$ cat src/shared/clam_pkg.sv
package clam_pkg;
  // Register map of the plain register port (byte offsets).
  localparam logic [7:0] ADDR_STATUS     = 8'h00;
  localparam logic [7:0] ADDR_CONTROL    = 8'h04;
  localparam logic [7:0] ADDR_IRQ_STATUS = 8'h08;
  localparam logic [7:0] ADDR_IRQ_MASK   = 8'h0c;
  localparam logic [7:0] ADDR_LOL_CFG    = 8'h10;

  // Alarm status bit positions.
  localparam int BIT_DMO  = 0;
  localparam int BIT_LOS  = 1;
  localparam int BIT_LOL  = 2;
  localparam int BIT_FL   = 3;
  localparam int BIT_ALOS = 4;
  localparam int BIT_DLOS = 5;

  // Control register bit positions.
  localparam int CTL_JA_EN   = 0;
  localparam int CTL_E3      = 1;
  localparam int CTL_SFM     = 2;
  localparam int CTL_DMO_INT = 5;

  localparam logic [7:0] CONTROL_RESET = 8'h00;
  localparam logic [7:0] MASK_RESET    = 8'h00;

  // Bit-period counts.
  localparam int FIFO_MARGIN    = 2;
  localparam int DMO_BITS       = 128;
  localparam int DLOS_BITS      = 160;
  // Pulse density for clearing: at least 33 in a window of 100 bits.
  localparam int DENS_WINDOW    = 100;
  localparam int DENS_PULSES    = 33;
  // Lock compare: window of reference edges, deviation of 0.5% = 1/200.
  localparam int LOL_PPM        = 5000;
  localparam int LOL_WINDOW     = 4000;
  localparam int LOL_TOL        = LOL_WINDOW * LOL_PPM / 1000000;
  localparam logic [15:0] LOL_WINDOW_RESET = 16'(LOL_WINDOW);
endpackage : clam_pkg
$ cat src/logic/clam_alarm_monitor.sv
// Functional notes
// - The FIFO-limit bit is 1 while the FIFO is two bits from either end.
// - The FIFO-limit bit clears once the fill is over two bits from both.
// - The FIFO-limit bit carries no alarm while the attenuator is off.
// - The loss-of-lock bit sets at a deviation of 0.5% or more.
// - Loss of signal ORs digital and analog in DS3/STS-1, G.775 in E3.
// - The drive alarm sets after 128 pulse-free transmit bit periods.
// - Bipolar pulses are checked at the transmit pads or monitor pair.
// - Alarm status bits are read-only and writes to them do nothing.
// - Digital loss of signal declares after 160 pulse-free bit periods.
// - Digital loss of signal clears at a pulse density of 33% or more.
// - Control bit 5 picks the pads (1) or the monitor inputs (0).
//
// The address map and the strobed register port are this design's own decisions.
module clam_alarm_monitor
  import clam_pkg::*;
(
  // Clock and reset
  input  wire logic       mclk,
  input  wire logic       resetn,
  // Register port
  input  wire logic [7:0] reg_addr,
  input  wire logic [7:0] reg_wdata,
  input  wire logic       reg_wr,
  input  wire logic       reg_rd,
  output logic      [7:0] reg_rdata,
  // Receive side
  input  wire logic       rx_bit_tick,
  input  wire logic       rx_pulse,
  input  wire logic       analog_los,
  input  wire logic       g775_los,
  input  wire logic       ref_tick,
  // Jitter attenuator FIFO fill and depth
  input  wire logic [5:0] ja_fill,
  input  wire logic [5:0] ja_depth,
  // Transmit side
  input  wire logic       tx_bit_tick,
  input  wire logic       transmit_out_positive,
  input  wire logic       transmit_out_negative,
  input  wire logic       monitor_in_positive,
  input  wire logic       monitor_in_negative,
  // Interrupt
  output logic            irq
);
  logic [7:0]  control_r;
  logic [7:0]  irq_status_r;
  logic [7:0]  irq_mask_r;
  logic [15:0] lol_window_r;
  logic        fifo_limit_alarm_r;
  logic        loss_of_lock_r;
  logic        digital_los_r;
  logic        loss_of_signal_r;
  logic        drive_monitor_alarm;
  logic [7:0]  status;
  logic [7:0]  status_prev_r;
  logic        dmo_pulse;
  logic        ja_enabled;
  logic        e3_mode;

  assign ja_enabled = control_r[CTL_JA_EN];
  assign e3_mode    = control_r[CTL_E3];

  // In this block software writes steer only the control, mask and window registers.
  // The status word has no storage of its own, so a write to its offset
  // simply falls into the default branch and is lost.
  // The lock window is written in units of 32 reference ticks.
  // That keeps the register at eight bits while still reaching windows
  // long enough for a fine frequency compare.
  // A window of zero wraps to the longest count of 65536 ticks and is left to
  // software to avoid; it does no harm beyond a lock bit that is always set.
  always_ff @(posedge mclk or negedge resetn) begin
    if (!resetn) begin
      control_r    <= CONTROL_RESET;
      irq_mask_r   <= MASK_RESET;
      lol_window_r <= LOL_WINDOW_RESET;
    end else if (reg_wr) begin
      case (reg_addr)
        ADDR_CONTROL: control_r    <= reg_wdata;
        ADDR_IRQ_MASK: irq_mask_r  <= reg_wdata;
        ADDR_LOL_CFG: lol_window_r <= {8'h00, reg_wdata} << 5;
        default: ;
      endcase
    end
  end

  // FIFO within two bit periods of either end raises the limit alarm.
  // The compare is a plain level, so the alarm clears on the first cycle
  // in which the fill has moved clear of both margins.
  // The fill and depth are taken as already synchronous to this clock.
  // The flag is registered, so it trails the fill by one cycle.
  // Gating with the enable makes a disabled attenuator report nothing,
  // whatever fill value its idle FIFO happens to show.
  always_ff @(posedge mclk or negedge resetn) begin
    if (!resetn) begin
      fifo_limit_alarm_r <= 1'b0;
    end else begin
      fifo_limit_alarm_r <= ja_enabled &&
        ((ja_fill <= 6'(FIFO_MARGIN)) ||
         (ja_fill + 6'(FIFO_MARGIN) >= ja_depth));
    end
  end

  // Recovered-clock ticks are counted over a window of reference ticks.
  // The reference tick already comes from the oscillator or synthesizer.
  // The tolerance is the window divided by 200, which is the 0.5% step.
  // A longer window gives a finer compare but a slower verdict; the bit
  // is only refreshed at the end of each window.
  // Both counters restart together at the window end.
  // The recovered tick of the closing cycle opens the next count so that
  // no tick is lost between windows.
  // Sixteen bits hold the longest window that software can program.
  logic [15:0] ref_cnt_r;
  logic [15:0] rec_cnt_r;
  logic [15:0] diff;
  logic [15:0] tol;
  assign diff = (rec_cnt_r > ref_cnt_r) ? rec_cnt_r - ref_cnt_r
                                        : ref_cnt_r - rec_cnt_r;
  assign tol  = lol_window_r / 16'd200;

  always_ff @(posedge mclk or negedge resetn) begin
    if (!resetn) begin
      ref_cnt_r      <= 16'h0000;
      rec_cnt_r      <= 16'h0000;
      loss_of_lock_r <= 1'b0;
    end else if (ref_tick && ref_cnt_r >= lol_window_r - 16'h0001) begin
      loss_of_lock_r <= (diff >= tol);
      ref_cnt_r      <= 16'h0000;
      rec_cnt_r      <= {15'h0000, rx_bit_tick};
    end else begin
      ref_cnt_r <= ref_cnt_r + {15'h0000, ref_tick};
      rec_cnt_r <= rec_cnt_r + {15'h0000, rx_bit_tick};
    end
  end

  // Digital loss of signal: declare on a long gap, clear on density.
  // Declaring and clearing use different measures on purpose: a single
  // stray pulse ends a gap but cannot by itself clear the defect.
  // Density is judged over fixed windows of bits rather than a sliding
  // sum, which costs a little latency but needs only two counters.
  logic [7:0] gap_r;
  logic [6:0] win_r;
  logic [6:0] ones_r;
  logic       win_end;
  logic       dense;

  assign win_end = win_r >= 7'(DENS_WINDOW - 1);
  assign dense   = (ones_r + {6'h00, rx_pulse}) >= 7'(DENS_PULSES);

  // The gap count saturates so that a dead line never wraps it.
  always_ff @(posedge mclk or negedge resetn) begin
    if (!resetn) begin
      gap_r <= 8'h00;
    end else if (rx_bit_tick) begin
      if (rx_pulse) begin
        gap_r <= 8'h00;
      end else if (gap_r < 8'(DLOS_BITS)) begin
        gap_r <= gap_r + 8'h01;
      end
    end
  end

  // Window position and pulse count restart together at a window end.
  always_ff @(posedge mclk or negedge resetn) begin
    if (!resetn) begin
      win_r  <= 7'h00;
      ones_r <= 7'h00;
    end else if (rx_bit_tick) begin
      if (win_end) begin
        win_r  <= 7'h00;
        ones_r <= 7'h00;
      end else begin
        win_r  <= win_r + 7'h01;
        ones_r <= ones_r + {6'h00, rx_pulse};
      end
    end
  end

  // A dense window wins over a gap that ends in the same bit.
  always_ff @(posedge mclk or negedge resetn) begin
    if (!resetn) begin
      digital_los_r <= 1'b0;
    end else if (rx_bit_tick) begin
      if (win_end && dense) begin
        digital_los_r <= 1'b0;
      end else if (!rx_pulse && gap_r >= 8'(DLOS_BITS - 1)) begin
        digital_los_r <= 1'b1;
      end
    end
  end

  // In E3 only the G.775 detector counts; the DS3/STS-1 detectors may
  // still run but must not leak into the combined bit.
  // The analog detector already carries its own hysteresis.
  always_ff @(posedge mclk or negedge resetn) begin
    if (!resetn) begin
      loss_of_signal_r <= 1'b0;
    end else begin
      loss_of_signal_r <= e3_mode ? g775_los
                                  : (digital_los_r | analog_los);
    end
  end

  // A bipolar pulse is either polarity at the chosen monitor point.
  // With external monitoring selected, an unconnected monitor pair shows
  // no pulses and so raises the alarm; that is the intended warning.
  // The pins are looked at only on transmit bit ticks, inside the
  // counter, so a level between ticks does not count as a pulse.
  // The select takes effect on the next tick without clearing the count.
  assign dmo_pulse = control_r[CTL_DMO_INT]
    ? (transmit_out_positive | transmit_out_negative)
    : (monitor_in_positive | monitor_in_negative);

  clam_pulse_counter #(
    .LIMIT (DMO_BITS)
  ) u_dmo (
    .mclk       (mclk),
    .resetn     (resetn),
    .bit_tick   (tx_bit_tick),
    .pulse_seen (dmo_pulse),
    .alarm_r    (drive_monitor_alarm)
  );

  // The status word is assembled live from the alarm flags, so a read
  // always shows the present state and nothing has to be cleared.
  // The per-detector bits are forced low in E3, where they do not apply.
  always_comb begin
    status           = 8'h00;
    status[BIT_DMO]  = drive_monitor_alarm;
    status[BIT_LOS]  = loss_of_signal_r;
    status[BIT_LOL]  = loss_of_lock_r;
    status[BIT_FL]   = fifo_limit_alarm_r;
    status[BIT_ALOS] = analog_los & ~e3_mode;
    status[BIT_DLOS] = digital_los_r & ~e3_mode;
  end

  // The previous status word marks rising alarms for the sticky bits.
  always_ff @(posedge mclk or negedge resetn) begin
    if (!resetn) begin
      status_prev_r <= 8'h00;
    end else begin
      status_prev_r <= status;
    end
  end

  // Rising alarms latch; set wins over a write-one clear.
  // An alarm that is still standing does not set its bit again after a
  // clear; software learns of it from the live status word instead.
  always_ff @(posedge mclk or negedge resetn) begin
    if (!resetn) begin
      irq_status_r  <= 8'h00;
    end else begin
      if (reg_wr && reg_addr == ADDR_IRQ_STATUS) begin
        irq_status_r <= (irq_status_r & ~reg_wdata)
                        | (status & ~status_prev_r);
      end else begin
        irq_status_r <= irq_status_r | (status & ~status_prev_r);
      end
    end
  end

  always_ff @(posedge mclk or negedge resetn) begin
    // The request is registered, so it trails a mask change by a cycle.
    if (!resetn) begin
      irq <= 1'b0;
    end else begin
      irq <= |(irq_status_r & irq_mask_r);
    end
  end

  always_ff @(posedge mclk or negedge resetn) begin
    // Read data stand for one cycle only and are zero otherwise, so an
    // idle bus never shows stale register contents.
    // The lock window reads back in the same units in which it is written.
    if (!resetn) begin
      reg_rdata <= 8'h00;
    end else if (reg_rd) begin
      case (reg_addr)
        ADDR_STATUS:     reg_rdata <= status;
        ADDR_CONTROL:    reg_rdata <= control_r;
        ADDR_IRQ_STATUS: reg_rdata <= irq_status_r;
        ADDR_IRQ_MASK:   reg_rdata <= irq_mask_r;
        ADDR_LOL_CFG:    reg_rdata <= lol_window_r[12:5];
        default:         reg_rdata <= 8'h00;
      endcase
    end else begin
      reg_rdata <= 8'h00;
    end
  end
endmodule : clam_alarm_monitor

$ cat src/logic/clam_pulse_counter.sv
// Counts bit periods with no pulse; alarm after LIMIT, cleared on a pulse.
module clam_pulse_counter
  import clam_pkg::*;
#(
  parameter int LIMIT = 128
) (
  // Clock and reset
  input  wire logic mclk,
  input  wire logic resetn,
  // Line events
  input  wire logic bit_tick,
  input  wire logic pulse_seen,
  // Result
  output logic      alarm_r
);
  logic [8:0] quiet_r;

  always_ff @(posedge mclk or negedge resetn) begin
    if (!resetn) begin
      quiet_r <= 9'h000;
      alarm_r <= 1'b0;
    end else if (bit_tick) begin
      if (pulse_seen) begin
        quiet_r <= 9'h000;
        alarm_r <= 1'b0;
      end else if (quiet_r >= 9'(LIMIT - 1)) begin
        alarm_r <= 1'b1;
      end else begin
        quiet_r <= quiet_r + 9'h001;
      end
    end
  end
endmodule : clam_pulse_counter

$ cat config.mk
export PLATFORM = sky130hd
export DESIGN_NAME = clam_alarm_monitor
export DESIGN_NICKNAME = d
export VERILOG_FILES = /design/src/shared/clam_pkg.sv /design/src/logic/clam_alarm_monitor.sv /design/src/logic/clam_pulse_counter.sv
export SDC_FILE = /design/constraint.sdc
export NUM_CORES = 1
export LEC_CHECK = 0
export BUFFER_PORTS_ARGS = -buffer_cell sky130_fd_sc_hd__buf_2
export CAP_MARGIN = 40
export CELL_PAD_IN_SITES_DETAIL_PLACEMENT = 1
export CELL_PAD_IN_SITES_GLOBAL_PLACEMENT = 2
export CORE_AREA = 10 10 211 163
export DETAILED_ROUTE_END_ITERATION = 6
export DIE_AREA = 0 0 221 173
export PLACE_DENSITY_LB_ADDON = 0.1
export SLEW_MARGIN = 30
export SYNTH_ARGS = -nofsm -noshare
export SYNTH_HDL_FRONTEND = slang
export SYNTH_SLANG_ARGS = --single-unit
$ cat constraint.sdc
create_clock -name mclk -period 14.9 [get_ports mclk]
set_input_delay 0.745 -clock mclk [delete_from_list [all_inputs] [get_ports mclk]]
set_output_delay 0.745 -clock mclk [all_outputs]
set_load 0.005 [all_outputs]
==> results.md, run 1 <==
* Outcome: complete, no violations
* Register Area at approximately 0.0029 sq mm
* Worst-Margin Slew at 0.7872 ns
* DRT iter0 DRCs at between 400 and 500
* Remaining DRCs at 0
* Mapped Cells at slightly above 1000
* Static leakage at roughly 4.7 nW
* Total clock sinks at 115
* Sequential share of power at 24.8%
* Count of final setup violators at 0
* Vias in the first global route at approximately 7800
* EDFF count, synth at 0
* Die Y at ~170 um
* Non-Filler Instances at approximately 1500
* First-pass GRT wire length at around 46 mm
* Fraction of layout cells with a size suffix above 1 at between 15 and 20%
* Pwr Density at between 150 and 200 mW/mm^2
* Internal Pwr Total at 0.001009 W
* Post-synth ARST share at 100.0%
* PortBufs at 50
* Mapped Area at between 0.008 and 0.009 sq mm
* Worst EP arrival at roughly 7.7 ns
* Initial antenna violation count at 0
* Netlist cell types at 90
* Per-cell routed wire length at around 19 um
* Final nets at about 1200
* CP endpoint kind: flop
* VDD IR max at around 0.059 mV
* Most frequent cells in the layout: dfrtp_1, nor2_1, nand2_1
* Grt total ovfl at 0
* Top-area cell type share of the netlist area at approximately 30%
* Setup CP Type: reg -> reg
* Hpwl dp at about 22 mm
* Hold Crit Class: in -> async
* Io pins at 51
* CP Launch Point: lol_window_r[5]
* Initial core utilization at around 30%
* Die area at ~0.038 sq mm
* Combinational share of power at 50.6%
* Synth area leader: dfrtp_1
* Row cnt at 55
* CTS H-tree lvls at 4
* FF-to-FF End: loss_of_lock_r
* # resized after CTS at 0
* Final period utilization at 49.32%
* Latest clock arrival within the worst-skew pair at between 0.4 and 0.5 ns
* Max clock buf depth at 2
* Syn Nets at 1128
* Post-route setup TNS at 0 ns
* TritonCTS buffer count at 17
* Syn Area/Cell at 8.836 sq um
* Clk root buf: clkbuf_16
* Placed cell count at approximately 1400
* Routability cong. at 0.8249
* Commonest non-fill, non-tap cell in the layout: dfrtp_1
* R2R depth at 31
* Post-DRT Antenna Nets at 0
* Clk pwr share at roughly a quarter
* Core ar. at approximately 0.030 sq mm
* Vias at 7669
* Crit path launch type: flop
* Multi-input logic area at between 0.005 and 0.006 sq mm
* Crit path max-delay cell type: dfstp_2
* Pin count of the biggest net entering global routing at 63
* Seq/Total Area, Yosys at between 30% and 40%
* Worst Clk Skew at between 0.009 and 0.01 ns
* Switching share of total power at a little over two fifths
* Pins Over Slew Limit at 0
* Synth Register Bits at approximately 120
* Area grow syn2layout at 14.75%
* TritonRoute pass-1 iters at 7
* Max Fclk at ~0.14 GHz
* Final hold violations at 0
* DR vias/cell at around 5.2
* Min Clock Period, post-route at around 7.3 ns
* Ant diodes at 0
* Worst Path Required at roughly 15 ns
* Crit-path max FO at 12
* Slowest stage delay, CP at 0.69 ns
* Top FF cell, synth: dfrtp_1
* MaxCap Viol Count at 0
* Synth Warn # at 0
* Reg-to-reg slack, setup at between 7 and 8 ns
* GRT Overall Usage at between 10% and 20%
* Die Wd at approximately 220 um
* Setup bufs post-CTS at 0
* Area contributors post-synth: dfrtp_1, ha_1, xnor2_1
* Hold_buf cts at 0
* Fin Hold WS at 0.1834 ns
* RSZ-0062 raised after global routing: no
* R2R Path Start: lol_window_r[5]
* P_sw at 0.0007581 W
* Worst Setup EP: loss_of_lock_r
* Filler instances at 3514
* Clk pin slew, worst setup/hold paths at 0.06 ns
* Post-Route WL at 28.60 mm
* TritonCTS clock tree: done
* Relative slew slack at 47.17%
## worst min path at each step
stage	start	endpoint	slack, ns	cells after the start
after global routing	resetn	reg_rdata[5]	0.18	1
after floorplan	u_dmo.alarm_r	status_prev_r[0]	0.37	0
final	resetn	u_dmo.quiet_r[3]	0.18	1
after CTS	resetn	u_dmo.quiet_r[0]	0.41	1
after global placement	fifo_limit_alarm_r	status_prev_r[3]	0.40	0
after detailed placement	fifo_limit_alarm_r	status_prev_r[3]	0.41	0
## kinds of logic after synthesis
| group | synth area share [%] |
|---|---|
| AND/OR/NAND/NOR | 19.32 |
| AO/OA/AOI/OAI | 20.56 |
| flip-flops | 32.23 |
| buffers and inverters | 4.683 |
| adder cells (fa/ha/maj) | 10.37 |
| XOR/XNOR | 7.017 |
| multiplexers | 5.815 |
## power by group through the flow
stage	registers, W	clock network (W)	logic, W
after detailed placement	0.000445	0	0.000891
final	0.000438	0.000434	0.000895
after CTS	0.000441	0.000448	0.000898
after floorplan	0.000414	0	0.000667
after global routing	0.000451	0.000461	0.00102
after global placement	0.000445	0	0.000897
## critical path, delay by kind of cell, from the launching register on
family,cells,cell delay [ns]
compound gates,15,2.84
simple gates,10,2.28
fa+ha+maj,3,0.81
flops,1,0.69
xor+xnor,2,0.39
buf+inv,1,0.21
## metrics by stage
step | total power (W) | utilization (%) | worst slack (ns) | cell area (sq um)
floorplan | 0.001081 | - | 8.639 | 8951
global placement | 0.001341 | 32.01 | 7.810 | 9603
detailed placement | 0.001337 | 32.01 | 7.583 | 9603
CTS | 0.001787 | 34.02 | 7.541 | 10210
global route | 0.001932 | 34.23 | 6.931 | 10270
finish | 0.001767 | 34.23 | 7.552 | 10270
## state kept, by name, indices dropped and copies added (netlist names)
register / count
rec_cnt_r: 16
ref_cnt_r: 16
u_dmo.quiet_r: 9
control_r: 8
gap_r: 8
irq_mask_r: 8
irq_status_r: 8
lol_window_r: 8
reg_rdata: 8
ones_r: 7
win_r: 7
status_prev_r: 6
digital_los_r: 1
fifo_limit_alarm_r: 1
irq: 1
loss_of_lock_r: 1
loss_of_signal_r: 1
u_dmo.alarm_r: 1
## layer usage
| metal | wire (um) | GRT usage [%] | vias up |
|---|---|---|---|
| met5 | 0 | 0 | - |
| met4 | 249 | 3.503 | 0 |
| met3 | 1224 | 3.505 | 18 |
| met2 | 11670 | 20.48 | 144 |
| met1 | 15460 | 22.56 | 3776 |
| li1 | - | - | 3731 |
## Yosys cell counts (3+ instances only)
cell type and instances:
a211oi_1 4, a21boi_0 5, a21o_1 30, a21oi_1 57, a222oi_1 6, a22o_1 8, a22oi_1 6, a311oi_1 4
a31oi_1 9, a32o_1 3, a32oi_1 3, and2_1 8, and3_1 17, and4_1 5, buf_2 8, clkbuf_1 25
dfrtp_1 109, dfstp_2 6, ha_1 71, inv_1 68, mux2_2 36, mux2i_1 10, nand2_1 87, nand2b_1 11
nand3_1 43, nand4_1 13, nor2_1 90, nor2b_1 17, nor3_1 18, nor4_1 5, o2111ai_1 3, o211ai_1 6
o21a_1 5, o21ai_0 53, o21ai_1 4, o21bai_1 9, o221ai_1 3, o22ai_1 3, o2bb2ai_1 5, o31ai_1 7
o32ai_1 3, or4_1 3, xnor2_1 56, xor2_1 12
## area by class of cell
type / count / share of cell area [%]
clock buffer: 18 / 4.178
clock inverter: 14 / 1.718
inverter: 68 / 2.485
multi-input combinational: 793 / 55.01
sequential: 115 / 28.09
tap: 399 / 4.861
timing repair buffer: 63 / 3.655
No activity file was read; power rests on OpenSTA's default activity.
==> run 2, diff against run 1 <==
--- a/config.mk
+++ b/config.mk
@@ -5,13 +5,14 @@
 export SDC_FILE = /design/constraint.sdc
 export NUM_CORES = 1
 export LEC_CHECK = 0
+export ABC_AREA = 1
 export BUFFER_PORTS_ARGS = -buffer_cell sky130_fd_sc_hd__buf_2
 export CAP_MARGIN = 40
 export CELL_PAD_IN_SITES_DETAIL_PLACEMENT = 1
 export CELL_PAD_IN_SITES_GLOBAL_PLACEMENT = 2
-export CORE_AREA = 10 10 211 163
+export CORE_AREA = 10 10 205 159
 export DETAILED_ROUTE_END_ITERATION = 6
-export DIE_AREA = 0 0 221 173
+export DIE_AREA = 0 0 215 169
 export PLACE_DENSITY_LB_ADDON = 0.1
 export SLEW_MARGIN = 30
 export SYNTH_ARGS = -nofsm -noshare
==> constraint.sdc (replaced) <==
create_clock -name mclk -period 6.27 [get_ports mclk]
set_input_delay 0.3135 -clock mclk [delete_from_list [all_inputs] [get_ports mclk]]
set_output_delay 0.3135 -clock mclk [all_outputs]
set_load 0.005 [all_outputs]
==> run 2 against run 1 <==
Critical path depth is 13 higher. Utilization barely moved. Fmax rose by 31%. Worst setup slack worse by 6.9 ns. Largest power group unchanged. Sequential power rose by 130%. Sequential share of layout area increased by 1.4 points.
==> results.md, run 2 <==
* Top flop regs: rec_cnt_r: 16 flops, ref_cnt_r: 16 flops, u_dmo.quiet_r: 9 flops
* DRT iter0 DRCs at between 200 and 300
* Relative slew slack at a little under three fifths
* Synth Warn # at 0
* Main combinational cell family by area after synthesis: simple AND/OR/NAND/NOR gates
* Min Clock Period, post-route at about 5.6 ns
* Post-DRT Antenna Nets at 0
* DR vias/cell at between 4 and 5
* Remaining DRCs at 0
* Post-synthesis mux area share at 0%
* Final nets at 1299
* Max Fclk at 0.1783 GHz
* Ant diodes at 0
* TritonRoute pass-1 iters at 7
* Post-synthesis adder-cell area fraction at approximately 11%
* Count of final setup violators at 0
* RSZ-0062 raised after global routing: no
* Final WS setup at roughly 0.66 ns
* Post-Route WL at 25.62 mm
* Core ar. at approximately 0.029 sq mm
* Syn Area/Cell at around 7.5 sq um
* CTS H-tree lvls at 4
* EDFF count, synth at 0
* Pre-CTS setup slack at 0.6560 ns
* Worst Clk Skew at 0.01172 ns
* Hold Crit Class: in -> reg
* Die area at 0.03634 sq mm
* Worst Path Required at around 6.6 ns
* Total clock sinks at between 100 and 150
* # resized after CTS at 0
* Syn Nets at approximately 1200
* Pwr Density at around 400 mW/mm^2
* Per-cell routed wire length at approximately 16 um
* Netlist cell types at 51
* Worst EP arrival at ~5.9 ns
* Mapped Area at approximately 0.0084 sq mm
* Die Wd at 215 um
* Post-synth ARST share at 100.0%
* Die Y at 169 um
* Top FF cell, synth: dfrtp_1
* FF-to-FF End: loss_of_lock_r
* Clk root buf: clkbuf_16
* Crit path launch type: flop
* PortBufs at 50
* Row cnt at between 50 and 60
* Slowest stage delay, CP at 0.50 ns
* Vias at 7456
* GRT Overall Usage at about 14%
* Vias in the first global route at slightly below 8000
* Static leakage at 4.816 nW
* Fraction of layout cells with a size suffix above 1 at about an eighth
* Latest clock arrival within the worst-skew pair at roughly 0.42 ns
* Area contributors post-synth: dfrtp_1, ha_1, nand2_1
* Most frequent CP cell: nand2_1
* Most frequent cells in the layout: nand2_1, inv_1, dfrtp_1
* TritonCTS clock tree: done
* Clk pin slew, worst setup/hold paths at 0.06 ns
* Commonest non-fill, non-tap cell in the layout: nand2_1
* Worst-Margin Slew at approximately 0.66 ns
* Synth Register Bits at about 120
* First-pass GRT wire length at between 40 and 50 mm
* TritonCTS buffer count at 17
* Setup bufs post-CTS at 0
* Synth Area in Compound Gates at between 10% and 20%
* Area grow syn2layout at 16.05%
* Initial antenna violation count at 0
* CP Launch Point: lol_window_r[6]
* Initial core utilization at 29.51%
* Top-count cell post-synth: nand2_1
* Seq/Total Area, Yosys at around 34%
* R2R depth at 44
* Filler instances at approximately 3500
* XOR/XNOR Fraction of Synth Area at 4.554%
* Routability cong. at 0.7848
* Grt total ovfl at 0
* Mapped Cells at between 1000 and 1500
* Synth area leader: dfrtp_1
* Io pins at 51
* Crit path max-delay cell type: dfrtp_1
* CP endpoint kind: flop
* Layout Utilization at roughly a third
* Final hold violations at 0
* Reg-to-reg slack, setup at 0.66 ns
* Commonest cells post-synth: nand2_1, inv_1, dfrtp_1, o21ai_0, nor2_1
* Max clock buf depth at 2
* Pins Over Slew Limit at 0
* Post-route setup TNS at 0 ns
* Simple-gate share of the synthesized area at approximately 25%
* R2R Path Start: lol_window_r[6]
* Final period utilization at 89.46%
* Pin count of the biggest net entering global routing at 62
* WHS Path Cells at 2
* Outcome: complete, no violations
* Top-area cell type share of the netlist area at 32.34%
* Worst Setup EP: loss_of_lock_r
* Setup CP Type: reg -> reg
* Hpwl dp at 20.53 mm
* Crit-path max FO at 9
* MaxCap Viol Count at 0
* VDD IR max at between 0.15 and 0.2 mV
-- run 2: routing by layer --
metal  track usage, %  wire [um]  share of wire, %  vias to the layer above
li1                 -          -                 -                     3826
met1            21.62      14530                57                     3562
met2            20.38      10390                41                       55
met3            2.102        496               1.9                       13
met4            3.421        201              0.78                        0
met5                0          0                 0                        -
-- run 2: power by group --
part | total, W | switching (W) | internal, W
clock network | 0.000956 | 0.000401 | 0.000555
logic | 0.00192 | 0.00120 | 0.000719
registers | 0.00102 | 0.000149 | 0.000867
total | 0.00390 | 0.00175 | 0.00214
-- run 2: cell families (layout without fill, tap and decap cells) --
family	after synthesis	in the layout
DFF	115	115
buffers and inverters	210	286
AOI/OAI and AO/OA	228	228
adders and majority gates	73	73
and+or+nand+nor	452	452
xor gates and xnor gates	43	43
-- run 2: worst min path at each step --
stage                startpoint               end  slack, ns
6_report           reg_wdata[6]   irq_status_r[6]       0.09
5_1_grt            reg_wdata[7]   irq_status_r[7]       0.09
4_1_cts            reg_wdata[7]   irq_status_r[7]       0.07
3_5_place_dp   loss_of_signal_r  status_prev_r[1]       0.36
3_3_place_gp      u_dmo.alarm_r  status_prev_r[0]       0.36
2_1_floorplan            resetn      control_r[0]       0.02
-- run 2: final cells by class --
| type | count | area [sq um] | share of cell area (%) |
|---|---|---|---|
| Clock buffer | 17 | 425.4 | 4.346 |
| Clock inverter | 15 | 148.9 | 1.521 |
| Inverter | 194 | 729.5 | 7.452 |
| Multi-Input combinational cell | 796 | 4753 | 48.56 |
| Sequential cell | 115 | 2885 | 29.48 |
| Tap cell | 392 | 490.5 | 5.011 |
| Timing Repair Buffer | 60 | 355.3 | 3.630 |
-- run 2: what timing repair did --
item / 4_1_cts / 5_1_grt
hold buffers: 1 / 0
hold endpoints to repair: 18 / 0
endpoints found under the setup margin: 0 / 0
-- run 2: worst max-delay path, delay by kind of cell (launching register included) --
family / cells / cell delay, ns
flops: 1 / 0.50
compound gates: 7 / 0.97
simple gates: 27 / 2.49
buf+inv: 7 / 0.73
fa+ha+maj: 3 / 0.77
-- run 2: stage by stage --
| stage | instances | hold WS (ns) | cell area, sq um | total power, W |
|---|---|---|---|---|
| after floorplan | 1121 | 0.01791 | 8434 | 0.002408 |
| after global placement | 1554 | 0.3556 | 9164 | 0.002982 |
| final | 1589 | 0.09098 | 9788 | 0.003896 |
| after detailed placement | 1554 | 0.3603 | 9164 | 0.002970 |
| after global routing | 1589 | 0.08527 | 9788 | 0.004282 |
| after CTS | 1587 | 0.07178 | 9748 | 0.003955 |
==> run 3, diff against run 2 <==
==> constraint.sdc (replaced) <==
create_clock -name mclk -period 7.22 [get_ports mclk]
set_input_delay 0.361 -clock mclk [delete_from_list [all_inputs] [get_ports mclk]]
set_output_delay 0.361 -clock mclk [all_outputs]
set_load 0.005 [all_outputs]
==> run 3 against run 2 <==
Critical path depth down 3. Flip-flop and latch count unchanged. Critical path type unchanged. Combinational power down 13%. Register-to-register slack better by 0.82 ns. Sequential share of layout area down 0.12 points. Non-clock buffer count down 2.
==> results.md, run 3 (synthesis gave the netlist of run 2 again) <==
* Hpwl dp at 20.51 mm
* Worst-Margin Slew at between 0.7 and 0.8 ns
* Pin count of the biggest net entering global routing at 56
* PortBufs at 50
* Placed cell count at 1553
* Slowest stage delay, CP at 0.71 ns
* Top flop regs: rec_cnt_r: 16 flops, ref_cnt_r: 16 flops, u_dmo.quiet_r: 9 flops
* Post-route setup TNS at 0 ns
* Hold Crit Class: in -> reg
* Crit path launch type: flop
* Final nets at between 1000 and 1500
* Hold_buf cts at 0
* R2R Path Start: lol_window_r[5]
* First-pass GRT wire length at around 42 mm
* Multi-input logic area at 0.004753 sq mm
* Pwr Density at 349.4 mW/mm^2
* TritonCTS buffer count at 17
* Crit-path max FO at 10
* Remaining DRCs at 0
* Most frequent CP cell: nand2_1
* # resized after CTS at 0
* Io pins at 51
* Layout Utilization at roughly 34%
* Die Y at ~170 um
* MaxCap Viol Count at 0
* VDD IR max at ~0.14 mV
* Routability cong. at 0.7835
* Max Fclk at 0.1741 GHz
* TritonCTS clock tree: done
* P_sw at 0.001499 W
* Latest clock arrival within the worst-skew pair at between 0.4 and 0.5 ns
* Total clock sinks at between 100 and 150
* Ant diodes at 0
* Hold wc startpoint: reg_wdata[7]
* Reg-to-reg slack, setup at 1.48 ns
* Setup bufs post-CTS at 0
* Worst Clk Skew at 0.008740 ns
* Clk pwr share at 25.8%
* Static leakage at slightly below 5 nW
* Internal Pwr Total at 0.001935 W
* Fraction of layout cells with a size suffix above 1 at between 10 and 15%
* Vias at between 7000 and 8000
* Clk pin slew, worst setup/hold paths at approximately 0.060 ns
* Combinational share of power at 48.5%
* RSZ-0062 raised after global routing: no
* Grt total ovfl at 0
* GRT Overall Usage at 14.21%
* Non-Filler Instances at approximately 1600
* CP endpoint kind: flop
* Post-Route WL at 25.54 mm
* FF-to-FF End: loss_of_lock_r
* Crit path max-delay cell type: dfstp_2
* Max clock buf depth at 2
* Per-cell routed wire length at 16.10 um
* CP Launch Point: lol_window_r[5]
* Post-DRT Antenna Nets at 0
* Row cnt at 54
* TritonRoute pass-1 iters at 5
* Filler instances at 3521
* Initial antenna violation count at 0
* DR vias/cell at around 4.7
* Relative slew slack at about half
* Outcome: complete, no violations
* Die Wd at ~220 um
* Vias in the first global route at 7739
* Final hold violations at 0
* Worst EP arrival at just over 6 ns
* Most frequent cells in the layout: nand2_1, inv_1, dfrtp_1
* Fin Hold WS at about 0.14 ns
* Total power at about 0.0034 W
* Setup CP Type: reg -> reg
* Worst Path Required at around 7.5 ns
* Final period utilization at about 80%
* Switching share of total power at between 40% and 50%
* Area grow syn2layout at 16.51%
* Pins Over Slew Limit at 0
* Min Clock Period, post-route at roughly 5.7 ns
* CTS H-tree lvls at 4
* DRT iter0 DRCs at 310
* Initial core utilization at about 30%
* Commonest non-fill, non-tap cell in the layout: nand2_1
* Register Area at 0.002885 sq mm
* Count of final setup violators at 0
* Clk root buf: clkbuf_16
* Core ar. at about 0.029 sq mm
* Sequential share of power at about 26%
* Hold Path End: irq_status_r[7]
* WHS Path Cells at 2
* R2R depth at 41
* Die area at about 0.036 sq mm
## run 3: cell types whose count changed in the layout (fill, tap and decap cells not counted)
cell        change
buf_12          -2
buf_16          +2
buf_4           -2
bufinv_16       +2
clkinvlp_4      -2
clkbuf_8        +1
clkinv_4        -1
inv_8           -1
## run 3: layout make-up
type | instances | share of cell area [%]
clock buffers | 18 | 4.469
clock inverters | 13 | 1.770
inverters | 194 | 7.423
multi-input cells | 796 | 48.37
flip-flops and latches | 115 | 29.36
well taps | 392 | 4.991
repair buffers | 58 | 3.616
## run 3: power groups by stage
stage | logic [W] | clock network [W] | registers, W
after floorplan | 0.00125 | 0 | 0.000843
after global placement | 0.00168 | 0 | 0.000893
after detailed placement | 0.00168 | 0 | 0.000894
after CTS | 0.00169 | 0.000912 | 0.000883
after global routing | 0.00195 | 0.000942 | 0.000902
final | 0.00167 | 0.000886 | 0.000882
## run 3: worst max-delay path, delay by kind of cell, from the launching register on
kind	cells	cell delay [ns]
compound gates	7	1.02
buf+inv	4	0.52
flops	1	0.71
fa+ha+maj	3	0.77
simple gates	27	2.59
## run 3: worst max-delay path by stage
stage,endpoint,slack (ns),depth (start not counted)
3_5_place_dp,loss_of_lock_r,1.46,41
5_1_grt,loss_of_lock_r,0.72,43
6_report,loss_of_lock_r,1.48,41
2_1_floorplan,loss_of_lock_r,2.37,43
3_3_place_gp,loss_of_lock_r,1.62,41
4_1_cts,loss_of_lock_r,1.43,41
## run 3: layer usage
metal,share of wire (%),global-route usage (%),up-vias
met5,0,0,-
li1,-,-,3823
met2,41,20.68,75
met3,2.3,1.942,15
met1,56,21.53,3583
met4,0.73,3.115,0
## run 3: per-stage QoR
stage                     worst slack [ns]  area, sq um
after detailed placement             1.455         9176
after CTS                            1.428         9789
after floorplan                      2.371         8434
final                                1.476         9827
after global routing                0.7227         9827
after global placement               1.621         9149
